===== config.mk =====
export PLATFORM = sky130hd
export DESIGN_NAME = ulb_lin_uart
export DESIGN_NICKNAME = d
export VERILOG_FILES = /design/src/verilog/ulb_pkg.sv /design/src/verilog/ulb_tx_shift.sv /design/src/verilog/ulb_lin_uart.sv
export VERILOG_INCLUDE_DIRS = /design/src /design/src/verilog
export SDC_FILE = /design/constraint.sdc
export NUM_CORES = 1
export LEC_CHECK = 0
export ABC_AREA = 1
export BUFFER_PORTS_ARGS = -buffer_cell sky130_fd_sc_hd__buf_2
export CAP_MARGIN = 20
export CORE_ASPECT_RATIO = 1.5
export CORE_MARGIN = 3
export CORE_UTILIZATION = 46
export DETAILED_ROUTE_END_ITERATION = 16
export GPL_TIMING_DRIVEN = 0
export PLACE_DENSITY = 0.65
export SYNTH_ARGS = -nofsm -noshare
export SYNTH_HDL_FRONTEND = slang
export SYNTH_SLANG_ARGS = --single-unit

===== constraint.sdc =====
create_clock -name mclk -period 2.43 [get_ports mclk]
set_input_delay 0.243 -clock mclk [delete_from_list [all_inputs] [get_ports mclk]]
set_output_delay 0.243 -clock mclk [all_outputs]
set_load 0.02 [all_outputs]

===== src/verilog/ulb_consts.svh =====
// register map, field positions, reset values and counts of the lin uart
`ifndef ULB_CONSTS_SVH
`define ULB_CONSTS_SVH

// byte addresses of the register words
`define ULB_ADDR_BAUD   8'h00
`define ULB_ADDR_TXCTL  8'h04
`define ULB_ADDR_RXSTAT 8'h08
`define ULB_ADDR_DIVLO  8'h0C
`define ULB_ADDR_DIVHI  8'h10
`define ULB_ADDR_RXDATA 8'h14
`define ULB_ADDR_TXDATA 8'h18

// baud_control bits
`define ULB_BIT_AUTOBAUD 0
`define ULB_BIT_WAKE     1
`define ULB_BIT_WIDE     2
`define ULB_BIT_HSPEED   3
`define ULB_BIT_OVF      4
`define ULB_BIT_RXIDLE   5
// transmit_control bits
`define ULB_BIT_TRANSMIT_ENABLE     0
`define ULB_BIT_SENDBRK  1
`define ULB_BIT_SHEMPTY  2
`define ULB_BIT_TXFLAG   3
// receive status bits
`define ULB_BIT_RXFLAG   0
`define ULB_BIT_FRAMERR  1

// reset values
`define ULB_DIV_RESET    16'h0000
`define ULB_BYTE_RESET   8'h00

// prescale and count figures
`define ULB_PRE_FAST     6'h04
`define ULB_PRE_MID      6'h10
`define ULB_PRE_SLOW     6'h3F
`define ULB_PRE_SLOW_ADD 1
`define ULB_AB_SUB_LAST  3'h7
`define ULB_AB_RISES     3'h4
`define ULB_AB_START     16'h0001
`define ULB_CHAR_BITS    4'hA
`define ULB_BREAK_BITS   4'hE

// axi responses
`define ULB_RESP_OKAY    2'h0
`define ULB_RESP_SLVERR  2'h2

`endif


===== src/verilog/ulb_pkg.sv =====
// types shared by the lin uart modules
package ulb_pkg;

    typedef enum logic [1:0] {
        RX_IDLE  = 2'b00,
        RX_START = 2'b01,
        RX_DATA  = 2'b10,
        RX_STOP  = 2'b11
    } ulb_rx_t;

    typedef enum logic [1:0] {
        AB_OFF   = 2'b00,
        AB_FALL  = 2'b01,
        AB_RISE1 = 2'b10,
        AB_COUNT = 2'b11
    } ulb_ab_t;

    typedef struct packed {
        logic [13:0] shift;
        logic [3:0]  left;
        logic        busy;
        logic        isBreak;
        logic        line;
        logic        breakDone;
    } ulb_tx_state_t;

endpackage


===== src/verilog/ulb_tx_shift.sv =====
// serialiser for data characters and break characters
`timescale 1ns/1ps
`include "ulb_consts.svh"
module ulb_tx_shift
(
    // clock and reset
    input  wire logic       mclk,
    input  wire logic       srst,
    // bit timing and load
    input  wire logic       bitTick,
    input  wire logic       load,
    input  wire logic       loadBreak,
    input  wire logic [7:0] loadData,
    // line and status
    output logic            transmitLine,
    output logic            busy,
    output logic            breakDone
);
    ulb_pkg::ulb_tx_state_t s;
    ulb_pkg::ulb_tx_state_t next_s;

    // frame built lsb first; a break is all zero between start and stop
    always_comb
    begin
        next_s = s;
        next_s.breakDone = 1'b0;
        if (load && !s.busy)
        begin
            next_s.busy    = 1'b1;
            next_s.isBreak = loadBreak;
            if (loadBreak)
            begin
                next_s.shift = 14'h2000;
                next_s.left  = `ULB_BREAK_BITS;
            end
            else
            begin
                next_s.shift = {4'h0, 1'b1, loadData, 1'b0};
                next_s.left  = `ULB_CHAR_BITS;
            end
        end
        else if (s.busy && bitTick)
        begin
            if (s.left == 4'h0)
            begin
                // stop bit served its full period
                next_s.busy      = 1'b0;
                next_s.line      = 1'b1;
                next_s.breakDone = s.isBreak;
            end
            else
            begin
                next_s.line  = s.shift[0];
                next_s.shift = {1'b0, s.shift[13:1]};
                next_s.left  = s.left - 4'h1;
            end
        end
    end

    // state register
    always_ff @(posedge mclk)
    begin
        if (srst)
        begin
            s      <= '0;
            s.line <= 1'b1;
        end
        else
            s <= next_s;
    end

    assign transmitLine = s.line;
    assign busy         = s.busy;
    assign breakDone    = s.breakDone;
endmodule // ulb_tx_shift


===== src/verilog/ulb_lin_uart.sv =====
// lin uart extensions: auto-baud, wake on break, break send and receive
`timescale 1ns/1ps
`include "ulb_consts.svh"
module ulb_lin_uart
#(
    parameter int ADDR_W = 8
)
(
    // clock and reset
    input  wire logic              mclk,
    input  wire logic              srst,
    // axi4-lite write address and data
    input  wire logic [ADDR_W-1:0] awaddr,
    input  wire logic              awvalid,
    output logic                   awready,
    input  wire logic [31:0]       wdata,
    input  wire logic [3:0]        wstrb,
    input  wire logic              wvalid,
    output logic                   wready,
    // axi4-lite write response
    output logic [1:0]             bresp,
    output logic                   bvalid,
    input  wire logic              bready,
    // axi4-lite read
    input  wire logic [ADDR_W-1:0] araddr,
    input  wire logic              arvalid,
    output logic                   arready,
    output logic [31:0]            rdata,
    output logic [1:0]             rresp,
    output logic                   rvalid,
    input  wire logic              rready,
    // serial line
    input  wire logic              receiveLine,
    output logic                   transmitLine
);
    // offsets need eight address bits
    if (ADDR_W < 8)
    begin : g_chk
        $error("ulb_lin_uart: ADDR_W below 8");
    end

    typedef struct packed {
        logic              axiWr;
        logic              bvalid;
        logic [1:0]        bresp;
        logic              arready;
        logic              rvalid;
        logic [1:0]        rresp;
        logic [31:0]       rdata;
        logic              rxMeta;
        logic              rxSync;
        logic              rxPrev;
        logic [5:0]        preCnt;
        logic [2:0]        abSub;
        logic [2:0]        abRises;
        ulb_pkg::ulb_ab_t  abState;
        logic              autobaudEnable;
        logic              wakeEnable;
        logic              wideSelect;
        logic              highSpeedSelect;
        logic              overflowFlag;
        logic              transmitEnable;
        logic              sendBreakRequest;
        logic [15:0]       divisor;
        ulb_pkg::ulb_rx_t  rxState;
        logic [15:0]       rxCnt;
        logic [2:0]        rxBit;
        logic [7:0]        rxShift;
        logic [7:0]        receiveHolding;
        logic              framingError;
        logic              receiveFlag;
        logic [15:0]       txCnt;
        logic [7:0]        transmitHolding;
        logic              holdFull;
        logic              holdBreak;
        logic              breakActive;
    } ulb_state_t;

    ulb_state_t s;
    ulb_state_t next_s;

    logic rise;
    logic fall;
    logic baseTick;
    logic bitTick;
    logic txLoad;
    logic txBusy;
    logic txBreakDone;
    logic wrGo;
    logic rdGo;

    // base clock divide from the two selects
    function automatic logic [5:0] baseLast(input logic w, input logic h);
        unique case ({w, h})
            2'b11:   baseLast = `ULB_PRE_FAST - 6'h01;
            2'b00:   baseLast = `ULB_PRE_SLOW;
            default: baseLast = `ULB_PRE_MID - 6'h01;
        endcase
    endfunction

    // bit period in base ticks minus one; narrow mode ignores high byte
    function automatic logic [15:0] bitLast(input ulb_state_t st);
        bitLast = st.wideSelect ? st.divisor : {8'h00, st.divisor[7:0]};
    endfunction

    // register read mux
    function automatic logic [31:0] regRead(input logic [7:0] a,
                                            input ulb_state_t st);
        regRead = 32'h0000_0000;
        unique case (a)
            `ULB_ADDR_BAUD:
            begin
                regRead[`ULB_BIT_AUTOBAUD] = st.autobaudEnable;
                regRead[`ULB_BIT_WAKE]     = st.wakeEnable;
                regRead[`ULB_BIT_WIDE]     = st.wideSelect;
                regRead[`ULB_BIT_HSPEED]   = st.highSpeedSelect;
                regRead[`ULB_BIT_OVF]      = st.overflowFlag;
                regRead[`ULB_BIT_RXIDLE]   = st.rxState == ulb_pkg::RX_IDLE;
            end
            `ULB_ADDR_TXCTL:
            begin
                regRead[`ULB_BIT_TRANSMIT_ENABLE]    = st.transmitEnable;
                regRead[`ULB_BIT_SENDBRK] = st.sendBreakRequest;
                regRead[`ULB_BIT_SHEMPTY] = !txBusy;
                regRead[`ULB_BIT_TXFLAG]  = !st.holdFull;
            end
            `ULB_ADDR_RXSTAT:
            begin
                regRead[`ULB_BIT_RXFLAG]  = st.receiveFlag;
                regRead[`ULB_BIT_FRAMERR] = st.framingError;
            end
            `ULB_ADDR_DIVLO:  regRead[7:0] = st.divisor[7:0];
            `ULB_ADDR_DIVHI:  regRead[7:0] = st.divisor[15:8];
            `ULB_ADDR_RXDATA: regRead[7:0] = st.receiveHolding;
            default:          regRead = 32'h0000_0000;
        endcase
    endfunction

    // known address check, shared by both channels
    function automatic logic mapped(input logic [7:0] a);
        mapped = a == `ULB_ADDR_BAUD  || a == `ULB_ADDR_TXCTL  ||
                 a == `ULB_ADDR_RXSTAT || a == `ULB_ADDR_DIVLO ||
                 a == `ULB_ADDR_DIVHI || a == `ULB_ADDR_RXDATA ||
                 a == `ULB_ADDR_TXDATA;
    endfunction

    // edges seen only on the second synchroniser stage
    assign rise     = s.rxSync && !s.rxPrev;
    assign fall     = !s.rxSync && s.rxPrev;
    assign baseTick = s.preCnt == baseLast(s.wideSelect, s.highSpeedSelect);
    assign bitTick  = baseTick && s.txCnt >= bitLast(s);
    assign txLoad   = s.holdFull && !txBusy && s.transmitEnable;
    assign wrGo     = s.axiWr && awvalid && wvalid;
    assign rdGo     = s.arready && arvalid;

    always_comb
    begin
        next_s = s;

        // two-stage receive synchroniser
        next_s.rxMeta = receiveLine;
        next_s.rxSync = s.rxMeta;
        next_s.rxPrev = s.rxSync;

        // prescaler; runs on to 63 and wraps there if selects change below the count
        if (baseTick || s.preCnt > `ULB_PRE_SLOW - 6'h01)
            next_s.preCnt = 6'h00;
        else
            next_s.preCnt = s.preCnt + 6'h01;

        // axi write channel: both halves taken in one cycle
        next_s.axiWr = awvalid && wvalid && !s.axiWr && !s.bvalid;
        if (s.bvalid && bready)
            next_s.bvalid = 1'b0;
        if (wrGo)
        begin
            next_s.bvalid = 1'b1;
            next_s.bresp  = mapped(awaddr[7:0]) ? `ULB_RESP_OKAY
                                                : `ULB_RESP_SLVERR;
        end
        if (wrGo && wstrb[0])
        begin
            unique case (awaddr[7:0])
                `ULB_ADDR_BAUD:
                begin
                    next_s.autobaudEnable  = wdata[`ULB_BIT_AUTOBAUD];
                    next_s.wakeEnable      = wdata[`ULB_BIT_WAKE];
                    next_s.wideSelect      = wdata[`ULB_BIT_WIDE];
                    next_s.highSpeedSelect = wdata[`ULB_BIT_HSPEED];
                    // clear only once enable was already low
                    if (!wdata[`ULB_BIT_OVF] && !s.autobaudEnable)
                        next_s.overflowFlag = 1'b0;
                end
                `ULB_ADDR_TXCTL:
                begin
                    next_s.transmitEnable   = wdata[`ULB_BIT_TRANSMIT_ENABLE];
                    next_s.sendBreakRequest = wdata[`ULB_BIT_SENDBRK];
                end
                `ULB_ADDR_DIVLO: next_s.divisor[7:0]  = wdata[7:0];
                `ULB_ADDR_DIVHI: next_s.divisor[15:8] = wdata[7:0];
                `ULB_ADDR_TXDATA:
                    if (s.transmitEnable && !s.holdFull)
                    begin
                        next_s.holdFull        = 1'b1;
                        next_s.transmitHolding = wdata[7:0];
                        // one break per request; later bytes are data
                        next_s.holdBreak = s.sendBreakRequest &&
                            !s.holdBreak && !s.breakActive;
                    end
                default: ;
            endcase
        end

        // axi read channel
        next_s.arready = arvalid && !s.arready && !s.rvalid;
        if (s.rvalid && rready)
            next_s.rvalid = 1'b0;
        if (rdGo)
        begin
            next_s.rvalid = 1'b1;
            next_s.rdata  = regRead(araddr[7:0], s);
            next_s.rresp  = mapped(araddr[7:0]) ? `ULB_RESP_OKAY
                                                : `ULB_RESP_SLVERR;
            if (araddr[7:0] == `ULB_ADDR_RXDATA)
                next_s.receiveFlag = 1'b0;
        end

        // transmit bit timer and holding register
        if (baseTick)
            next_s.txCnt = bitTick ? 16'h0000 : s.txCnt + 16'h0001;
        if (txLoad)
        begin
            next_s.holdFull    = 1'b0;
            next_s.holdBreak   = 1'b0;
            next_s.breakActive = s.holdBreak;
        end
        if (txBreakDone)
        begin
            next_s.breakActive      = 1'b0;
            next_s.sendBreakRequest = 1'b0;
        end

        // receiver: held idle while calibrating or watching for wake
        if (s.autobaudEnable || s.wakeEnable)
            next_s.rxState = ulb_pkg::RX_IDLE;
        else
        begin
            if (baseTick)
                next_s.rxCnt = s.rxCnt + 16'h0001;
            unique case (s.rxState)
                ulb_pkg::RX_IDLE:
                    if (fall)
                    begin
                        next_s.rxState = ulb_pkg::RX_START;
                        next_s.rxCnt   = 16'h0000;
                    end
                ulb_pkg::RX_START:
                    if (baseTick && s.rxCnt >= (bitLast(s) >> 1))
                    begin
                        // false start if the line went back high
                        next_s.rxState = s.rxSync ? ulb_pkg::RX_IDLE
                                                  : ulb_pkg::RX_DATA;
                        next_s.rxCnt   = 16'h0000;
                        next_s.rxBit   = 3'h0;
                    end
                ulb_pkg::RX_DATA:
                    if (baseTick && s.rxCnt >= bitLast(s))
                    begin
                        next_s.rxShift = {s.rxSync, s.rxShift[7:1]};
                        next_s.rxCnt   = 16'h0000;
                        next_s.rxBit   = s.rxBit + 3'h1;
                        if (s.rxBit == 3'h7)
                            next_s.rxState = ulb_pkg::RX_STOP;
                    end
                ulb_pkg::RX_STOP:
                    if (baseTick && s.rxCnt >= bitLast(s))
                    begin
                        // break: zero data, low stop, flag in one edge
                        next_s.receiveHolding = s.rxShift;
                        next_s.framingError   = !s.rxSync;
                        next_s.receiveFlag    = 1'b1;
                        next_s.rxState        = ulb_pkg::RX_IDLE;
                    end
            endcase
        end

        // wake on break: first fall is the wake, the rise ends it
        if (s.wakeEnable)
        begin
            if (fall)
                next_s.receiveFlag = 1'b1;
            if (rise)
                next_s.wakeEnable = 1'b0;
        end

        // auto-baud sequencer; waits while wake is still armed
        if (!s.autobaudEnable)
            next_s.abState = ulb_pkg::AB_OFF;
        else
        begin
            unique case (s.abState)
                ulb_pkg::AB_OFF:
                    if (!s.wakeEnable)
                        next_s.abState = ulb_pkg::AB_FALL;
                ulb_pkg::AB_FALL:
                    if (fall && !s.wakeEnable)
                        next_s.abState = ulb_pkg::AB_RISE1;
                ulb_pkg::AB_RISE1:
                    if (rise)
                    begin
                        next_s.abState = ulb_pkg::AB_COUNT;
                        next_s.divisor = `ULB_AB_START;
                        next_s.abSub   = 3'h0;
                        next_s.abRises = 3'h1;
                    end
                ulb_pkg::AB_COUNT:
                begin
                    // full 16 bits count whatever the width select
                    if (baseTick)
                    begin
                        next_s.abSub = s.abSub + 3'h1;
                        if (s.abSub == `ULB_AB_SUB_LAST)
                        begin
                            next_s.divisor = s.divisor + 16'h0001;
                            if (s.divisor == 16'hFFFF)
                                next_s.overflowFlag = 1'b1;
                        end
                    end
                    if (rise)
                    begin
                        next_s.abRises = s.abRises + 3'h1;
                        if (s.abRises == `ULB_AB_RISES)
                        begin
                            // fifth rise: result stands in the divisor
                            next_s.abState        = ulb_pkg::AB_OFF;
                            next_s.autobaudEnable = 1'b0;
                            next_s.receiveFlag    = 1'b1;
                        end
                    end
                end
            endcase
        end
    end

    // single state register
    always_ff @(posedge mclk)
    begin
        if (srst)
        begin
            s                <= '0;
            s.rxMeta         <= 1'b1;
            s.rxSync         <= 1'b1;
            s.rxPrev         <= 1'b1;
            s.divisor        <= `ULB_DIV_RESET;
            s.receiveHolding <= `ULB_BYTE_RESET;
            s.abState        <= ulb_pkg::AB_OFF;
            s.rxState        <= ulb_pkg::RX_IDLE;
        end
        else
            s <= next_s;
    end

    // character and break serialiser
    ulb_tx_shift u_shift
    (
        .mclk         (mclk),
        .srst         (srst),
        .bitTick      (bitTick),
        .load         (txLoad),
        .loadBreak    (s.holdBreak),
        .loadData     (s.transmitHolding),
        .transmitLine (transmitLine),
        .busy         (txBusy),
        .breakDone    (txBreakDone)
    );

    assign awready = s.axiWr;
    assign wready  = s.axiWr;
    assign bvalid  = s.bvalid;
    assign bresp   = s.bresp;
    assign arready = s.arready;
    assign rvalid  = s.rvalid;
    assign rdata   = s.rdata;
    assign rresp   = s.rresp;
endmodule // ulb_lin_uart


==> out/metrics.csv <==
metric,value,unit
fp.coreArea,0.0180,sq mm
hp-start,rready,
fin_skew,0.0105,ns
diodes,0,
num_rows,60,
gp_congestion,0.969,
path_cells,buf_6 -> nand2_2 -> ha_1 -> inv_1 -> nor2_1 -> nand3_1 -> nor3_1 -> nand2_1 -> nand2_1 -> nand2_1 -> nand2_2 -> nand3_4 -> o21ai_4 -> buf_6 -> nor2_1,
clockRootBuffer,clkbuf_16,
crit_start,s[86],
worstHoldEndpoint,rvalid,
setup_viol,0,
viasPerCell,5.30,
status,finished clean,
fp.dieW,117,um
firstDrtPassIters,5,
wl,23.6,mm
synth_simple_gate_area_share,27.1,%
crit_top_cell,nand2_1,
cts_buffers,17,
clk_path_buf_depth,2,
synthArstFlopShare,0,%
r2r-start,s[86],
vias,8076,
finalMaxSlewViolations,0,
startpoint_type,flop,
finalCritPeriodShare,93.3,%
syn_to_final_growth,15.9,%
leakage,4.27,nW
fill_cells,1791,
r2r-end,s[58],
grt_overflow,0,
initial_core_util,46.9,%
maxSlewHeadroom,46.0,%
clk_latency,0.43,ns
fmax,441,MHz
postLayoutCellArea,0.00980,sq mm
synth_top_family_by_area,simple AND/OR/NAND/NOR gates,
numPortBuffers,48,
critPathKind,reg2reg,
final_net_count,1424,
min_path_cells,4,
drt-wirelength-per-cell,15.5,um
grt_pass1_vias,7617,
ys_ff_latch,142,
synth_adder_area_share,10.2,%
tightest_slew,0.810,ns
h-tree-depth,4,
layout_min_cycle_time,2.27,ns
cp-end-kind,flop,
synth_top_flop_cell,dfxtp_1,
ys_warn_count,0,
hold_slack,0.0532,ns
synth_seq_area_share,33.6,%
pin_count,102,
grt_use_total,24.1,%
slowest_stage,dfxtp_1,
use_met2,43.4,%
slowest_delay,0.32,ns
grt_pass1_wl,37.6,mm
drtAntennaViolNets,0,
synthXorXnorAreaFrac,2.49,%
drv_cap,0,
grt.met1_usage,27.2,%
hold_viol,0,
synth-edff-count,0,
clkSlewWorstSetupHoldPaths,0.06,ns
antenna_found_initial,0,
drt_iter0_drc,401,
postPlaceCellArea,0.00906,sq mm
drc,0,
yosysTopAreaCell,dfxtp_1,
p_per_area,561,mW/mm^2
synth.cell_area,0.00846,sq mm
cp.required,2.75,ns
synth_top_area_share,33.6,%
ir_worst_vdd,0.373,mV
grt_util_met3,3.36,%
syn_inst,1193,
cts_tree,done,
crit_fanout,10,
worstHoldPathType,in2reg,
reg2regPathDepth,15,
top_usage_layer,met2,
grt_max_degree,17,
clock_sink_count,142,
muxShareOfSynthArea,0,%
synth-compound-area-share,15.4,%
syn_area_per_cell,7.09,sq um
synth_cell_types,54,
synth_area_leaders,"dfxtp_1, nand2_1, ha_1",
hpwlAfterDp,18.1,mm
r2r_slack,0.16,ns
drive_gt1_share,14.5,%
fp.dieH,172,um
cp.arrival,2.59,ns
dieArea,0.0201,sq mm
## what timing repair did
item / 4_1_cts / 5_1_grt
hold buffers: 1 / 0
resized for setup: 8 / 31
setup buffers: 5 / 3
pin swaps: 1 / 0
hold endpoints to repair: 1 / 0
setup endpoints to repair: 56 / 65
## final cells by class
class                           instances  area [sq um]  area share, %
Buffer                                 65           425           4.34
Clock buffer                           19           443           4.52
Clock inverter                         13           108           1.10
Sequential cell                       142          2850           29.1
Tap cell                              217           272           2.77
Multi-Input combinational cell        869          4840           49.4
Inverter                              142           543           5.54
Timing Repair Buffer                   58           314           3.20
## where the power goes
group          total, mW  internal [mW]  leakage, nW  switching, mW
combinational      0.665          0.243         2.86          0.421
clock               2.44           1.35        0.259           1.09
sequential          2.39           2.36         1.15         0.0348
## cells in the final DEF, fill, tap and decap left out, types with 5 or more instances in the layout
| cell type | Yosys | layout |
|---|---|---|
| clkinvlp_4 | 0 | 6 |
| o21ai_0 | 71 | 71 |
| a22o_1 | 5 | 5 |
| clkbuf_16 | 0 | 17 |
| nor4_1 | 5 | 5 |
| buf_2 | 5 | 51 |
| buf_4 | 38 | 46 |
| nand2_1 | 240 | 231 |
| nand3_1 | 72 | 72 |
| dfxtp_1 | 142 | 135 |
| a21oi_1 | 110 | 110 |
| a221oi_1 | 5 | 5 |
| ha_1 | 69 | 67 |
| nand4_1 | 18 | 18 |
| inv_1 | 136 | 132 |
| xnor2_1 | 6 | 6 |
| clkbuf_1 | 19 | 19 |
| a211oi_1 | 6 | 6 |
| nor2_1 | 126 | 124 |
| o211ai_1 | 11 | 11 |
| inv_2 | 5 | 7 |
| conb_1 | 1 | 26 |
| xor2_1 | 18 | 18 |
| inv_6 | 0 | 5 |
| nand2_2 | 5 | 13 |
| dfxtp_2 | 0 | 7 |
| nor3_1 | 24 | 24 |
## per-layer routing
metal  wire length [um]  up-vias
li1                   -     4123
met1               9480     3664
met2              12000      219
met3                996       70
met4               1090        0
met5                  0        -
## worst max path at each step
stage          slack, ns  endpoint  depth (start not counted)
3_5_place_dp       -0.27     s[56]                         16
4_1_cts            0.006     s[55]                         16
2_1_floorplan       0.35     s[53]                         16
6_report            0.16     s[58]                         15
3_3_place_gp       -0.26     s[54]                         16
5_1_grt           -0.002     s[56]                         15
## synthesized netlist by cell type (6+ instances only)
cell type  number
nor2_1        126
dfxtp_1       142
o211ai_1       11
inv_1         136
nand2_1       240
clkbuf_1       19
xor2_1         18
nand4_1        18
nand3_1        72
nor3_1         24
buf_4          38
o21ai_0        71
a211oi_1        6
a21oi_1       110
xnor2_1         6
ha_1           69
## critical path, delay by kind of cell (launching register included)
| family | cells | cell delay [ns] |
|---|---|---|
| simple gates | 10 | 1.02 |
| compound gates | 1 | 0.18 |
| buf+inv | 3 | 0.33 |
| fa+ha+maj | 1 | 0.29 |
| flops | 1 | 0.32 |
## registers in the layout (all words and copies together) (netlist names)
register              flops
next_s                    2
u_shift.transmitLine      1
awready                   1
rdata                     8
u_shift.s                19
bresp                     1
s                       104
rvalid                    1
u_shift.breakDone         1
bvalid                    1
arready                   1
rresp                     1
u_shift.busy              1
## through the flow
stage	setup slack, ns	util, %	total power, mW	instances	TNS (ns)
after detailed placement	-0.275	50.3	3.02	1484	-5.97
final	0.164	54.4	5.50	1525	0
after global placement	-0.259	50.3	3.02	1483	-5.53
after floorplan	0.348	-	2.85	1218	0
after CTS	0.00594	53.8	5.49	1522	0
after global routing	-0.00188	54.4	5.72	1525	-0.00188
## cell families (layout without fill, tap and decap cells)
kind of cell | after synthesis | count (layout)
and+or+nand+nor | 520 | 520
AOI/OAI and AO/OA | 230 | 230
buffers and inverters | 207 | 297
DFF | 142 | 142
adders and majority gates | 69 | 69
xor gates and xnor gates | 24 | 24
other | 1 | 26
No activity file was read; power rests on OpenSTA's default activity.
